`src/hdl/spc_defs.svh`:
```
/*
 * Timing counts, pin values and reset values for the slave parallel
 * configuration host. Assumes a 100 MHz reference clock.
 */
`ifndef SPC_DEFS_SVH
`define SPC_DEFS_SVH

// ------------------------------------------------------------------
// timing
// ------------------------------------------------------------------
`define SPC_REF_CLK_NS      10
`define SPC_PROG_LOW_NS     500
// least time, so round up to whole reference cycles
`define SPC_PROG_LOW_CYC    ((`SPC_PROG_LOW_NS + `SPC_REF_CLK_NS - 1) / `SPC_REF_CLK_NS)
`define SPC_CFG_HALF_CYC    4
`define SPC_FLUSH_CLKS      64

// ------------------------------------------------------------------
// pin values
// ------------------------------------------------------------------
`define SPC_MODE_SLAVE_PAR  3'h6
`define SPC_MODE_RST        3'h6
`define SPC_DATA_RST        8'h00

`endif

```
`src/hdl/spc_pkg.sv`:
```
/*
 * Types shared by the configuration host modules.
 * Assumes nothing beyond a SystemVerilog compiler.
 */
package spc_pkg;

    // pins that the host drives toward the device
    typedef struct packed {
        logic       program_restart_n;  // restart, active low
        logic       chip_sel_n;         // chip select, active low
        logic       read_write_n;       // low selects write
        logic [2:0] mode;               // mode select, m2..m0
        logic       pullup_disable_ctl; // 0: pull-ups during config
        logic [7:0] data;               // configuration byte
    } spc_pins_type;

    // status pins that the device drives back
    typedef struct packed {
        logic init_n;                   // initialization indicator
        logic done;                     // completion indicator
        logic busy;                     // not ready for data
    } spc_stat_type;

    // gray along idle, program, wait, load, flush, done
    typedef enum logic [2:0] {
        SPC_IDLE  = 3'h0,
        SPC_PROG  = 3'h1,
        SPC_WAIT  = 3'h3,
        SPC_LOAD  = 3'h2,
        SPC_FLUSH = 3'h6,
        SPC_DONE  = 3'h7,
        SPC_ERR   = 3'h5
    } spc_state_type;

endpackage : spc_pkg

```
`src/hdl/spc_host.sv`:
```
/*
 * Download host for a byte-wide slave configuration port: pulses the
 * restart pin, waits for the device to come ready, clocks bytes in,
 * honours busy and keeps clocking until completion or error.
 * Assumes status pins are asynchronous and a byte source on ref_clk_in.
 */
`timescale 1ns/1ps
`default_nettype none
`include "spc_defs.svh"

module spc_host #(
    parameter int PROG_LOW_CYC = `SPC_PROG_LOW_CYC,  // restart low, ref cycles
    parameter int HALF_CYC     = `SPC_CFG_HALF_CYC,  // cfg clock half period
    parameter int FLUSH_CLKS   = `SPC_FLUSH_CLKS     // start-up clocks allowed
) (
    input  wire logic                 ref_clk_in,       // 100 MHz reference
    input  wire logic                 arst_n_in,        // async reset, active low
    input  wire logic                 start_in,         // begin a download
    input  wire logic                 pullup_disable_in,// wanted pull-up control
    input  wire logic [7:0]           data_in,          // next byte
    input  wire logic                 data_valid_in,    // byte offered
    input  wire logic                 data_last_in,     // byte ends the file
    output logic                      data_ready_out,   // byte taken
    input  wire spc_pkg::spc_stat_type stat_in,         // device status pins
    output spc_pkg::spc_pins_type     pins_out,         // pins to device
    output logic                      cfg_clk_out,      // configuration clock
    output logic                      busy_out,         // download running
    output logic                      done_ok_out,      // configured
    output logic                      error_out         // init low or timeout
);

    // ------------------------------------------------------------------
    // declarations
    // ------------------------------------------------------------------
    spc_pkg::spc_state_type state_r, state_nxt;
    logic [15:0]            cnt_r, cnt_nxt;
    logic                   seen_low_r, seen_low_nxt;
    logic                   hold_r, hold_nxt;
    logic                   last_r, last_nxt;
    logic [7:0]             byte_r, byte_nxt;
    logic                   pud_r, pud_nxt;
    spc_pkg::spc_stat_type  meta_r, sync_r;
    logic                   run;
    logic                   rise;
    logic                   fall;
    logic                   take;

    // ------------------------------------------------------------------
    // status synchronisers
    // ------------------------------------------------------------------
    // pins from the device are asynchronous; only sync_r is ever read
    always_ff @(posedge ref_clk_in or negedge arst_n_in) begin
        if (!arst_n_in) begin
            meta_r <= '{init_n: 1'b0, done: 1'b0, busy: 1'b1};
            sync_r <= '{init_n: 1'b0, done: 1'b0, busy: 1'b1};
        end else begin
            meta_r <= stat_in;
            sync_r <= meta_r;
        end
    end

    // ------------------------------------------------------------------
    // configuration clock
    // ------------------------------------------------------------------
    // clock runs only with a byte held, or while flushing start-up
    assign run = ((state_r == spc_pkg::SPC_LOAD) && hold_r) ||
                 (state_r == spc_pkg::SPC_FLUSH);

    spc_clk_div #(
        .HALF_CYC    (HALF_CYC)
    ) u_div (
        .ref_clk_in  (ref_clk_in),
        .arst_n_in   (arst_n_in),
        .run_in      (run),
        .cfg_clk_out (cfg_clk_out),
        .rise_out    (rise),
        .fall_out    (fall)
    );

    // ------------------------------------------------------------------
    // sequencer
    // ------------------------------------------------------------------
    // busy is seen two to three ref cycles late; with the default
    // 12.5 MHz clock that still lands before the sampling edge
    always_comb begin
        state_nxt    = state_r;
        cnt_nxt      = cnt_r;
        seen_low_nxt = seen_low_r;
        hold_nxt     = hold_r;
        last_nxt     = last_r;
        byte_nxt     = byte_r;
        pud_nxt      = pud_r;
        take         = 1'b0;
        case (state_r)
            spc_pkg::SPC_IDLE, spc_pkg::SPC_DONE, spc_pkg::SPC_ERR: begin
                if (start_in) begin
                    state_nxt    = spc_pkg::SPC_PROG;
                    cnt_nxt      = 16'h0000;
                    pud_nxt      = pullup_disable_in;
                    hold_nxt     = 1'b0;
                    last_nxt     = 1'b0;
                end
            end
            spc_pkg::SPC_PROG: begin
                cnt_nxt = cnt_r + 16'h0001;
                if (cnt_r == 16'(PROG_LOW_CYC - 1)) begin
                    state_nxt    = spc_pkg::SPC_WAIT;
                    seen_low_nxt = 1'b0;
                end
            end
            spc_pkg::SPC_WAIT: begin
                // a stale high from before the restart must not count
                if (!sync_r.init_n) begin
                    seen_low_nxt = 1'b1;
                end else if (seen_low_r) begin
                    state_nxt = spc_pkg::SPC_LOAD;
                end
            end
            spc_pkg::SPC_LOAD: begin
                take = !hold_r && data_valid_in;
                if (take) begin
                    hold_nxt = 1'b1;
                    byte_nxt = data_in;
                    last_nxt = data_last_in;
                end
                if (rise && hold_r && !sync_r.busy) begin
                    hold_nxt = 1'b0;
                    if (last_r) begin
                        state_nxt = spc_pkg::SPC_FLUSH;
                        cnt_nxt   = 16'h0000;
                    end
                end
                if (sync_r.done) begin
                    state_nxt = spc_pkg::SPC_DONE;
                end else if (!sync_r.init_n) begin
                    state_nxt = spc_pkg::SPC_ERR;
                end
            end
            spc_pkg::SPC_FLUSH: begin
                if (rise) begin
                    cnt_nxt = cnt_r + 16'h0001;
                end
                if (sync_r.done) begin
                    state_nxt = spc_pkg::SPC_DONE;
                end else if (!sync_r.init_n) begin
                    state_nxt = spc_pkg::SPC_ERR;
                end else if (fall && cnt_r >= 16'(FLUSH_CLKS)) begin
                    state_nxt = spc_pkg::SPC_ERR;
                end
            end
            default: begin
                state_nxt = spc_pkg::SPC_IDLE;
            end
        endcase
    end

    always_ff @(posedge ref_clk_in or negedge arst_n_in) begin
        if (!arst_n_in) begin
            state_r    <= spc_pkg::SPC_IDLE;
            cnt_r      <= 16'h0000;
            seen_low_r <= 1'b0;
            hold_r     <= 1'b0;
            last_r     <= 1'b0;
            byte_r     <= `SPC_DATA_RST;
            pud_r      <= 1'b0;
        end else begin
            state_r    <= state_nxt;
            cnt_r      <= cnt_nxt;
            seen_low_r <= seen_low_nxt;
            hold_r     <= hold_nxt;
            last_r     <= last_nxt;
            byte_r     <= byte_nxt;
            pud_r      <= pud_nxt;
        end
    end

    // ------------------------------------------------------------------
    // pins and status
    // ------------------------------------------------------------------
    // select and write stay low from ready through start-up clocks
    always_comb begin
        pins_out.program_restart_n  = (state_r != spc_pkg::SPC_PROG);
        pins_out.chip_sel_n         = !((state_r == spc_pkg::SPC_LOAD) ||
                                        (state_r == spc_pkg::SPC_FLUSH));
        pins_out.read_write_n       = pins_out.chip_sel_n;
        pins_out.mode               = `SPC_MODE_SLAVE_PAR;
        pins_out.pullup_disable_ctl = pud_r;
        pins_out.data               = byte_r;
    end

    assign data_ready_out = take;
    assign busy_out       = (state_r == spc_pkg::SPC_PROG) ||
                            (state_r == spc_pkg::SPC_WAIT) ||
                            (state_r == spc_pkg::SPC_LOAD) ||
                            (state_r == spc_pkg::SPC_FLUSH);
    assign done_ok_out    = (state_r == spc_pkg::SPC_DONE);
    assign error_out      = (state_r == spc_pkg::SPC_ERR);

endmodule : spc_host

`default_nettype wire

```
`src/hdl/spc_clk_div.sv`:
```
/*
 * Configuration clock divider: makes cfg_clk from the reference clock
 * and flags the reference cycle in which each edge is produced.
 * Lets the caller lower run_in with the clock high; that high phase still completes.
 */
`timescale 1ns/1ps
`default_nettype none
`include "spc_defs.svh"

module spc_clk_div #(
    parameter int HALF_CYC = `SPC_CFG_HALF_CYC   // ref cycles per half period
) (
    input  wire logic ref_clk_in,   // 100 MHz reference
    input  wire logic arst_n_in,    // async reset, active low
    input  wire logic run_in,       // keep toggling
    output logic      cfg_clk_out,  // divided clock, from flop
    output logic      rise_out,     // cfg_clk rises at next edge
    output logic      fall_out      // cfg_clk falls at next edge
);

    logic [7:0] cnt_r;
    logic [7:0] cnt_nxt;
    logic       clk_r;
    logic       clk_nxt;
    logic       step;
    logic       wrap;

    // ------------------------------------------------------------------
    // divider
    // ------------------------------------------------------------------
    // a high phase always completes, so the clock never stops high
    always_comb begin
        step     = clk_r | run_in;
        wrap     = step && (cnt_r == 8'(HALF_CYC - 1));
        cnt_nxt  = cnt_r;
        clk_nxt  = clk_r;
        if (wrap) begin
            cnt_nxt = 8'h00;
            clk_nxt = ~clk_r;
        end else if (step) begin
            cnt_nxt = cnt_r + 8'h01;
        end
        rise_out = wrap & ~clk_r;
        fall_out = wrap & clk_r;
    end

    always_ff @(posedge ref_clk_in or negedge arst_n_in) begin
        if (!arst_n_in) begin
            cnt_r <= 8'h00;
            clk_r <= 1'b0;
        end else begin
            cnt_r <= cnt_nxt;
            clk_r <= clk_nxt;
        end
    end

    assign cfg_clk_out = clk_r;

endmodule : spc_clk_div

`default_nettype wire

```
`config.mk`:
```
export PLATFORM = sky130hd
export DESIGN_NAME = spc_host
export DESIGN_NICKNAME = d
export VERILOG_FILES = /design/src/hdl/spc_pkg.sv /design/src/hdl/spc_host.sv /design/src/hdl/spc_clk_div.sv
export VERILOG_INCLUDE_DIRS = /design/src /design/src/hdl
export SDC_FILE = /design/constraint.sdc
export NUM_CORES = 1
export LEC_CHECK = 0
export BUFFER_PORTS_ARGS = -buffer_cell sky130_fd_sc_hd__buf_2
export CAP_MARGIN = 30
export CORE_ASPECT_RATIO = 2
export CORE_MARGIN = 8
export CORE_UTILIZATION = 61
export DETAILED_ROUTE_END_ITERATION = 12
export PLACE_DENSITY_LB_ADDON = 0.12
export SYNTH_ARGS = -nofsm -noshare
export SYNTH_HDL_FRONTEND = slang
export SYNTH_SLANG_ARGS = --single-unit
```
`constraint.sdc`:
```
create_clock -name ref_clk_in -period 5.68 [get_ports ref_clk_in]
set_input_delay 0.568 -clock ref_clk_in [delete_from_list [all_inputs] [get_ports ref_clk_in]]
set_output_delay 0.568 -clock ref_clk_in [all_outputs]
set_load 0.05 [all_outputs]
```
# Word-level counts from Yosys, hierarchy flattened
# Cells that the tools add are included.
# word_totals
reg_bits,46
latchBits,0
mem_bits_rw,0
rom_bits,0
in_bits,17
out_inout_bits,20
memories,0
# classes
add_sub_neg,2
n_mul,0
div_mod_pow,0
order_cmp,1
n_eq_ne,22
n_shift,0
n_mux,29
bitwise,4
reduce_logical,27
# op_table
operator,n
$mux W16,4
$pmux W16 S4,1
$mux W3,11
$add A16 B1 Y16 const B,1
$eq A16 B6 Y1 const B,1
$ge A16 B7 Y1 const B,1
$mux W8,2
$pmux W3 S5,1
$ne A2 B2 Y1 const B,7
$eq A3 B3 Y1 const B,3
$reduce_and A3 Y1,3
$add A8 B1 Y8 const B,1
$eq A8 B2 Y1 const B,1
$ne A4 B4 Y1 const B,2
$mux W1,7
$reduce_and A7 Y1,1
$eq A3 B2 Y1 const B,2
$logic_and A1 B1 Y1,6
$ne A3 B1 Y1 const B,2
$pmux W1 S2,3
$reduce_bool A2 Y1,3
$logic_or A1 B1 Y1,5
$reduce_and A5 Y1,1
$ne A2 B1 Y1 const B,2
other kinds (10),14

# Depth between registers and ports, before layout
# Gate-level depths: netlist (run 1).
# depth
depth_word,12
ltp_mapped,7

# Cells and area by module
# A second synthesis (run 1) with hierarchy kept.
# hier_totals
hier_cells,277
area_unflattened_um2,2575.0
# modules_own_cells
mod,instances,cells_per_inst,area_each_um2,seq_area_each_um2
spc_host,1,236,2132.0,928.4
spc_clk_div,1,41,442.9,225.2

# Least setup slack after synthesis (run 1)
# No wires, ideal clock.
# synth_timing
path_type,register to output
startpoint,reg state_r[0]
endpoint,out data_ready_out
arrival_ns,1.864
t_required_ns,5.112
slack_ns,3.248
path_stages_with_launch,6
n_path_buf,1
cell_sequence,dfrtp_1 -> clkbuf_1 -> nand2b_1 -> nor2_1 -> nand2_1 -> inv_1
# synth_between
elab_chain_len,2
# synth_rtl
item,line_no,rtl
from (decl),spc_host.sv:35,"spc_pkg::spc_state_type state_r, state_nxt;"
from (signal assigned),spc_host.sv:159,state_r <= spc_pkg::SPC_IDLE;
from (signal assigned),spc_host.sv:167,state_r <= state_nxt;
$eq A3 B2 Y1,spc_host.sv:94,case (state_r)
$mux W1,spc_host.sv:94,
to (decl),spc_host.sv:23,"output logic data_ready_out,"
# No other way between the ends.

# Worst setup path in the final report (run 1)
# Ends and elaborated chain as after synthesis.

==> results.toml, run 1 <==
[run_status]
outcome = "finished, final reports clean"

[synth]
synthDistinctLibCells = 54
ys_seq_area_share_pct = 46.9
synth_warnings = 0
synth_ff_type = "dfrtp_1"
avgSynthCellArea_um2 = 9.61
synthCells = 256
yosys-mux-area-fraction_pct = 4.47
synthAdderAreaFrac_pct = 2.03
synthXorXnorAreaFrac_pct = 1.78
syn-cell-area_um2 = 2460
synth_top_family_by_area = "simple AND/OR/NAND/NOR gates"
yosys.area_share.simple_pct = 21.3
synthArstFlopShare_pct = 100
synth_edf_count = 0
synth_compound_area_share_pct = 17.9
ys_seq_elements = 46

[layout]
area.growth.synth_to_final_pct = 11.1
multi_input_area_um2 = 1180
layout.nets = 303
drive_gt1_share_pct = 21.2
fill_cells = 337
n_antenna_cell = 0
design_area_um2 = 2730
register_area_um2 = 1150
final-instance-count-excl-fill = 334
postLayoutCoreUtil_pct = 70.4

[clock_network]
cts_resized = 0
postCtsHoldBufs = 0
root_buffer = "clkbuf_8"
htreeDepth = 2
cts_max_path_buffers = 2
cts_tree = "yes"
cts_sinks = 46
cts-buffers-inserted = 5
worstSkewPairLatency_ns = 0.30
clkTransAtPathRegs_ns = 0.10
post_cts_buffers = 0

[routing]
dr_wl_met2_um = 3010
route.detailed.drc = 0
drt-met1-wl_um = 2130
wire_per_inst_um = 16.3
via_per_inst = 5.99
antenna_left = 0
wl_met3_um = 194
via_count = 2000
drtIter0Drc = 87
wirelength_um = 5430
drtPass1Iterations = 4
top_layer_used = "met4"

[worst_setup_path]
crit_type = "reg -> out"
rr_startpoint = "u_div.cnt_r[5]"
r2r_end = "cnt_r[5]"
critPathMaxFanout = 21
max_stage_delay_ns = 0.59
critPathRequiredTime_ns = 5.11
worst_r2r_path_depth = 5
cp.arrival_ns = 2.13
ff2ff_setup_slack_ns = 3.50
critPathSlowestCell = "dfrtp_1"
crit_chain = "nand2b_1 > nor2_1 > nand2_1 > inv_1 > buf_2"
worst_setup_path_start_kind = "flop"
endpoint_kind = "primary output"

[placed_design]
dp_worst_setup_slack_ns = 3.32
hpwl_um = 4000
gp_congestion = 0.877
port_buffers = 33
dp.cells = 326
dpl_cell_area_um2 = 2640

[floorplanning]
start_util_pct = 63.4
dieArea_um2 = 6450
ios = 37
core_um2 = 3880
fp.dieW_um = 60.9
fp.dieH_um = 106
rows = 32

[power_and_ir_drop]
max-vdd-ir-drop_v = 0.000304
p_total_mw = 1.01
power.leakage_nw = 1.31
powerDensity_nw_per_um2 = 369

[grt]
antenna_found_initial = 0
grt_pass1_wl_um = 9240
gr-total-overflow = 0
grt_pass1_vias = 2005
grt.total_usage_pct = 18.1
grt_max_degree = 34

[sta]
setup_viol = 0
timing.fmax_mhz = 370
fin_ws_ns = 2.98
fin_setup_tns_ns = 0
hold_viol_final = 0
period_minus_slack_ns = 2.70
timing.final.crit_share_pct = 47.6
slew_viol_final = 0
rsz0062_at_grt = "no"
maxSlewHeadroom_pct = 45.2
worstMarginPinSlew_ns = 0.816
fin_worst_skew_ns = 0.00644
fin_hold_ws_ns = 0.160

[hold_path]
min_path_type = "in -> async"

[job]
drv_cap = 0
==> registers in the layout, indices dropped and copies added, names as in the netlist <==
register	count
seen_low_r	1
u_div.cfg_clk_out	1
byte_r	8
pud_r	1
last_r	1
meta_r	3
state_r	3
hold_r	1
u_div.cnt_r	8
cnt_r	16
sync_r	3
==> Yosys cell counts, drive strengths merged, types with 3 or more instances <==
cell | instances | area [µm²]
a21o | 3 | 22.5
o31ai | 14 | 105
nand4 | 3 | 18.8
o21ai | 12 | 60.1
inv | 12 | 45.0
nand2b | 5 | 31.3
and3 | 7 | 43.8
nand3 | 16 | 92.6
a31oi | 8 | 50.1
ha | 4 | 50.1
nor2b | 5 | 31.3
clkbuf | 10 | 38.8
xor2 | 3 | 26.3
a21oi | 8 | 40.0
nor2 | 22 | 82.6
nor3 | 9 | 45.0
mux2 | 8 | 90.1
nor4 | 3 | 33.8
buf | 7 | 46.3
dfrtp | 44 | 1100
nand2 | 18 | 67.6
==> worst max path at each step <==
stage	startpoint	endpoint
after floorplan	state_r[0]	data_ready_out
after global placement	state_r[0]	data_ready_out
after detailed placement	state_r[0]	data_ready_out
after CTS	state_r[0]	data_ready_out
after global routing	state_r[0]	data_ready_out
final	state_r[0]	data_ready_out
==> worst max-delay path: cells and delay by family (launching register included) <==
kind / cells / cell delay (ns)
buffers and inverters: 2 / 0.41
flip-flops: 1 / 0.59
AND/OR/NAND/NOR: 3 / 0.83
==> layout make-up <==
| cell class | instances | share of cell area [%] |
|---|---|---|
| multi-input combinational | 182 | 43.2 |
| sequential | 46 | 42.2 |
| timing repair buffer | 35 | 7.05 |
| clock buffer | 5 | 2.52 |
| tap | 51 | 2.33 |
| inverter | 12 | 1.65 |
| clock inverter | 3 | 1.05 |
==> placed cells by master, fill, tap and decap left out, drive strengths merged, types with 4 or more instances in the layout <==
cell type / instances
a21oi: 8
a31oi: 8
and3: 7
buf: 35
clkbuf: 5
dfrtp: 44
ha: 4
inv: 14
mux2: 8
nand2: 18
nand2b: 5
nand3: 16
nor2: 22
nor2b: 5
nor3: 9
o21ai: 12
o31ai: 14
==> per-layer routing <==
metal,up-vias,GRT usage (%)
met1,971,21.1
met3,11,2.80
met2,49,31.0
met5,-,0
li1,969,-
met4,0,7.73
==> where the power goes <==
part           internal, mW  leakage [nW]  switching, mW  total [mW]
Clock                0.0921        0.0506          0.122       0.214
Combinational         0.125         0.660          0.195       0.320
Sequential            0.388         0.597         0.0878       0.476
Total                 0.605          1.31          0.405        1.01
==> kinds of logic after synthesis <==
group	count (synthesis)
AND/OR/NAND/NOR	98
other	2
AO/OA/AOI/OAI	62
XOR/XNOR	5
flip-flops	46
buffers and inverters	29
adder cells (fa/ha/maj)	4
multiplexers	10
(Power assumes the default switching activity.)
==> inputs of run 2 (changes only) <==
--- a/config.mk
+++ b/config.mk
@@ -6,11 +6,12 @@
 export SDC_FILE = /design/constraint.sdc
 export NUM_CORES = 1
 export LEC_CHECK = 0
+export ABC_AREA = 1
 export BUFFER_PORTS_ARGS = -buffer_cell sky130_fd_sc_hd__buf_2
 export CAP_MARGIN = 30
 export CORE_ASPECT_RATIO = 2
 export CORE_MARGIN = 8
-export CORE_UTILIZATION = 61
+export CORE_UTILIZATION = 52
 export DETAILED_ROUTE_END_ITERATION = 12
 export PLACE_DENSITY_LB_ADDON = 0.12
 export SYNTH_ARGS = -nofsm -noshare
==> constraint.sdc (replaced) <==
create_clock -name ref_clk_in -period 2.35 [get_ports ref_clk_in]
set_input_delay 0.235 -clock ref_clk_in [delete_from_list [all_inputs] [get_ports ref_clk_in]]
set_output_delay 0.235 -clock ref_clk_in [all_outputs]
set_load 0.05 [all_outputs]
==> run 2 against run 1 <==
Clock power grew 130%. Sequential cell count is the same. Area after synthesis grew 7.9%. Routed wire length grew 4.5%. Sequential power grew 130%. Die area grew 21%. Sequential share of layout area shrank 2.8 points. Global-route usage shrank 2.6 points. Power grew to 3.3 times the previous value. Critical path depth is the same. Critical path type unchanged. Largest power group is now combinational logic.
==> results.toml, run 2 <==
[routing]
wirelength_um = 5670
drtPass1Iterations = 4
via_count = 2300
drtIter0Drc = 172
via_per_inst = 5.01
route.detailed.drc = 0
wire_per_inst_um = 12.4
antenna_left = 0

[synth]
post-synth-top-count-cell = "nand2_1"
synth_ff_type = "dfrtp_1"
synthCells = 366
synth_area_leader_cell = "dfrtp_1"
synthArstFlopShare_pct = 100
synth_warnings = 0
yosys-top-cells-area = "dfrtp_1 41%, nand2_1 17%, nor2_1 8.8%"
avgSynthCellArea_um2 = 7.26
syn-cell-area_um2 = 2660
ys_seq_area_share_pct = 43.4
synthDistinctLibCells = 30
ys_seq_elements = 46
synth.top_cell.area_share_pct = 41.5
synth_edf_count = 0
synth_common_cells = "123 x nand2_1, 62 x nor2_1, 44 x dfrtp_1"

[power_and_ir_drop]
power.leakage_nw = 1.50
p_total_mw = 3.30
powerDensity_nw_per_um2 = 1130
max-vdd-ir-drop_v = 0.000793

[layout]
n_antenna_cell = 0
reg_top3 = "cnt_r: 16 flops, byte_r: 8 flops, u_div.cnt_r: 8 flops"
layout.nets = 421
drive_gt1_share_pct = 15.5
area.growth.synth_to_final_pct = 10.2
largest_reg_flops = 16
final_common_cell = "nand2_1"
layout_common_cells = "123 x nand2_1, 62 x nor2_1, 44 x dfrtp_1, 33 x buf_2, 30 x nand3_1"
regMostFlops = "cnt_r"

[sta]
timing.fmax_mhz = 481
fin_setup_tns_ns = 0
rsz0062_at_grt = "no"
slew_viol_final = 0
fin_hold_ws_ns = 0.0307
fin_worst_skew_ns = 0.0195
timing.final.crit_share_pct = 88.5
period_minus_slack_ns = 2.08
setup_viol = 0
hold_viol_final = 0

[placed_design]
port_buffers = 33
hpwl_um = 4280
gp_congestion = 0.952

[clock_network]
post_cts_buffers = 0
htreeDepth = 2
cts_max_path_buffers = 2
cts_resized = 0
root_buffer = "clkbuf_8"
postCtsHoldBufs = 1
cts_tree = "yes"
clkTransAtPathRegs_ns = 0.11
cts-buffers-inserted = 5
worstSkewPairLatency_ns = 0.31
cts_sinks = 46

[floorplanning]
core_um2 = 5050
rows = 37
ios = 37
fp.dieW_um = 66.5
fp.dieH_um = 117
dieArea_um2 = 7790
start_util_pct = 52.6

[worst_setup_path]
rr_startpoint = "u_div.cnt_r[0]"
crit_type = "reg -> out"
cp.arrival_ns = 1.85
critPathRequiredTime_ns = 2.12
ff2ff_setup_slack_ns = 0.51
worst_setup_path_start_kind = "flop"
endpoint_kind = "primary output"
worst_r2r_path_depth = 8
critPathMaxFanout = 10
r2r_end = "cnt_r[13]"

[grt]
grt_pass1_vias = 2242
antenna_found_initial = 0
grt_max_degree = 37
gr-total-overflow = 0
grt.total_usage_pct = 15.5
grt_pass1_wl_um = 9690

[hold_path]
hp-start = "stat_in[0]"
holdPathStages = 1
min_delay_worst_endpoint = "meta_r[0]"
min_path_type = "in -> reg"

[job]
drv_cap = 0

[run_status]
outcome = "finished, final reports clean"
==> run 2: changes by cell type after synthesis, moves of 5 or more <==
cell      before  now
inv_2          0    6
xor2_1         3   10
clkbuf_1       9    0
nand2_1       18  123
a31oi_1        8    0
and3_1         7    0
nand2b_1       5    0
nor3_1         9    3
inv_1         12   28
nor2_1        22   62
mux2_2         8    0
nand3_1       15   30
nor2b_1        5    0
o31ai_1       14    0
==> run 2: worst max-delay path: stages (launching register included) <==
cell	delay, ns
dfrtp_1	0.53
nand2_4	0.14
nor2_1	0.19
nand2_2	0.17
clkinv_1	0.21
buf_2	0.30
==> run 2: metal layers <==
layer | track usage (%) | up-vias | share of wire, %
met5 | 0 | - | 0
met3 | 2.96 | 14 | 4.1
met2 | 25.0 | 51 | 47
met4 | 7.32 | 0 | 2.9
met1 | 19.2 | 1038 | 46
li1 | - | 1197 | -
==> run 2: worst max path at each step <==
| stage | start | endpoint | slack (ns) | cells past startpoint |
|---|---|---|---|---|
| 3_5_place_dp | u_div.cnt_r[0] | cnt_r[13] | 0.53 | 8 |
| 3_3_place_gp | state_r[2] | cnt_r[8] | 0.57 | 9 |
| 2_1_floorplan | state_r[1] | last_r | 0.54 | 7 |
| 5_1_grt | state_r[0] | data_ready_out | 0.11 | 6 |
| 4_1_cts | state_r[1] | data_ready_out | 0.25 | 5 |
| 6_report | state_r[1] | data_ready_out | 0.27 | 5 |
==> run 2: cell families (layout without fill, tap and decap cells) <==
group,count (synthesis),in the layout,synth area share (%)
buf+inv,46,80,8.53
flops,46,46,43.4
compound gates,22,22,5.04
other cells,2,3,0.283
simple gates,234,234,36.9
fa+ha+maj,4,4,1.88
xor+xnor,12,12,3.96
==> run 2: metrics by stage <==
step	worst slack (ns)	std cells	util (%)	area, µm²
after floorplan	0.539	367	-	2660
after global placement	0.566	450	56.0	2830
after detailed placement	0.528	450	56.0	2830
after CTS	0.249	459	58.0	2930
after global routing	0.115	459	58.0	2930
final	0.269	459	58.0	2930
==> run 2: where the power goes <==
| part | total (mW) | switching (mW) | internal [mW] |
|---|---|---|---|
| Sequential | 1.11 | 0.147 | 0.964 |
| Combinational | 1.69 | 1.27 | 0.423 |
| Clock | 0.497 | 0.284 | 0.213 |
| Total | 3.30 | 1.70 | 1.60 |
==> run 2: cell type report <==
cell class	instances	area [µm²]
Clock inverter	3	23.8
Tap cell	58	72.6
Fill cell	490	2120
Timing Repair Buffer	37	198
Inverter	35	131
Clock buffer	5	68.8
Sequential cell	46	1150
Multi-Input combinational cell	275	1280
==> inputs of run 3 (changes only) <==
--- a/config.mk
+++ b/config.mk
@@ -11,7 +11,7 @@
 export CAP_MARGIN = 30
 export CORE_ASPECT_RATIO = 2
 export CORE_MARGIN = 8
-export CORE_UTILIZATION = 52
+export CORE_UTILIZATION = 57
 export DETAILED_ROUTE_END_ITERATION = 12
 export PLACE_DENSITY_LB_ADDON = 0.12
 export SYNTH_ARGS = -nofsm -noshare
==> constraint.sdc (replaced) <==
create_clock -name ref_clk_in -period 2.1 [get_ports ref_clk_in]
set_input_delay 0.21 -clock ref_clk_in [delete_from_list [all_inputs] [get_ports ref_clk_in]]
set_output_delay 0.21 -clock ref_clk_in [all_outputs]
set_load 0.05 [all_outputs]
==> run 3 against run 2 <==
The run now ends with negative hold slack left. Power up 15%. Global-route usage up 2.8 points. Via count is 2.7% higher. Sequential share of layout area shrank 0.37 points. Clock-buffer cell count is 1 higher. Die area down 7.2%. First-iteration DRC count shrank 25%. Critical path depth up 1. Sequential power is 12% higher. Clock power grew 12%. Critical path type unchanged.
==> results.toml, run 3 (synthesis gave the netlist of run 2 again) <==
[grt]
grt.total_usage_pct = 18.3
grt_max_degree = 47
grt_pass1_wl_um = 10900
gr-total-overflow = 0
grt_pass1_vias = 2507
antenna_found_initial = 0

[placed_design]
dpl_cell_area_um2 = 2840
gp_congestion = 0.958
hpwl_um = 4930
port_buffers = 33
dp.cells = 449

[layout]
fill_cells = 446
final_common_cell = "nand2_1"
area.growth.synth_to_final_pct = 11.3
drive_gt1_share_pct = 16.4
regMostFlops = "cnt_r"
reg_top3 = "cnt_r: 16 flops, byte_r: 8 flops, u_div.cnt_r: 8 flops"
final-instance-count-excl-fill = 458
n_antenna_cell = 0
largest_reg_flops = 16
layout_common_cells = "123 x nand2_1, 61 x nor2_1, 44 x dfrtp_1, 32 x buf_2, 30 x nand3_1"
layout.nets = 423
design_area_um2 = 2960

[sta]
fin_worst_skew_ns = 0.0114
rsz0062_at_grt = "no"
hold_viol_final = 15
maxSlewHeadroom_pct = 60.3
slew_viol_final = 0
timing.fmax_mhz = 523
worstMarginPinSlew_ns = 0.596
timing.final.crit_share_pct = 91.0
fin_hold_ws_ns = -0.00549
setup_viol = 0
fin_setup_tns_ns = 0
period_minus_slack_ns = 1.91

[floorplanning]
rows = 35
dieArea_um2 = 7230
core_um2 = 4550
start_util_pct = 58.3
fp.dieW_um = 64.3
ios = 37
fp.dieH_um = 113

[worst_setup_path]
r2r_end = "u_div.cnt_r[7]"
rr_startpoint = "state_r[2]"
cp.arrival_ns = 1.70
ff2ff_setup_slack_ns = 0.37
worst_setup_path_start_kind = "flop"
crit_type = "reg -> out"
critPathMaxFanout = 10
endpoint_kind = "primary output"
worst_r2r_path_depth = 6
critPathRequiredTime_ns = 1.89

[routing]
route.detailed.drc = 0
via_per_inst = 5.16
drtIter0Drc = 129
drtPass1Iterations = 4
via_count = 2363
wire_per_inst_um = 13.7
antenna_left = 0
wirelength_um = 6270

[power_and_ir_drop]
pwr-share-seq_pct = 32.8
max-vdd-ir-drop_v = 0.00117
switching_share_pct = 51.0
switchingPower_mw = 1.93
p_clk_share_pct = 14.7
p_int_mw = 1.85
powerDensity_nw_per_um2 = 1280
power.leakage_nw = 1.51
combPwrFrac_pct = 52.4

[run_status]
outcome = "complete, but fails checks"
violations = "negative hold slack"

[clock_network]
cts_tree = "yes"
worstSkewPairLatency_ns = 0.29
root_buffer = "clkbuf_8"
htreeDepth = 2
cts_max_path_buffers = 2
cts_sinks = 46
post_cts_buffers = 0
cts-buffers-inserted = 5
clkTransAtPathRegs_ns = 0.09

[job]
drv_cap = 0

[hold_path]
min_path_type = "in -> async"
[run 3: cell type report]
| type | count | area [µm²] | area share [%] |
|---|---|---|---|
| multi-input cells | 275 | 1290 | 43.6 |
| flip-flops and latches | 46 | 1150 | 39.0 |
| repair buffers | 39 | 215 | 7.28 |
| inverters | 35 | 135 | 4.57 |
| clock buffers | 6 | 82.6 | 2.79 |
| well taps | 55 | 68.8 | 2.33 |
| clock inverters | 2 | 12.5 | 0.423 |
[run 3: repair_timing]
item	in CTS	in global routing
endpoints found under the hold margin	0	1
hold buffers	0	1
gates resized for setup	1	3
endpoints found under the setup margin	1	1
[run 3: worst max path at each step]
stage               start              to  slack [ns]
2_1_floorplan  state_r[1]          last_r        0.29
3_3_place_gp   state_r[0]  data_ready_out        0.33
3_5_place_dp   state_r[0]  data_ready_out        0.27
4_1_cts        state_r[0]  data_ready_out        0.06
5_1_grt        state_r[0]  data_ready_out        0.06
6_report       state_r[0]  data_ready_out        0.19
[run 3: metrics by stage]
step                hold slack (ns)  worst slack [ns]  power (mW)  util, %
floorplan                   -0.0856             0.289        2.82        -
global placement              0.315             0.327        3.21     62.3
detailed placement            0.317             0.270        3.25     62.3
CTS                         0.00666            0.0630        3.82     64.4
global route                 0.0110            0.0553        4.05     64.9
finish                     -0.00549             0.189        3.79     64.9
[run 3: critical path: stages, from the launching register on]
cell and delay [ns]:
dfrtp_1 0.45, inv_2 0.11, nand2_4 0.10, nor2_4 0.16, nand2_2 0.16, clkinvlp_4 0.18
clkbuf_4 0.25
[run 3: layer usage]
| metal | GRT usage [%] | part of all wire, % | vias to the layer above | wire, µm |
|---|---|---|---|---|
| met5 | 0 | 0 | - | 0 |
| met1 | 17.8 | 36 | 1087 | 2260 |
| met3 | 4.09 | 4.4 | 16 | 274 |
| met2 | 34.1 | 56 | 62 | 3490 |
| met4 | 9.38 | 3.9 | 0 | 247 |
| li1 | - | - | 1198 | - |
[run 3: power groups by stage]
stage	clock network (mW)	logic [mW]	registers, mW
after floorplan	0	1.34	1.48
after global placement	0	1.96	1.25
after detailed placement	0	1.99	1.25
after CTS	0.579	2.00	1.24
after global routing	0.607	2.18	1.26
final	0.558	1.98	1.24
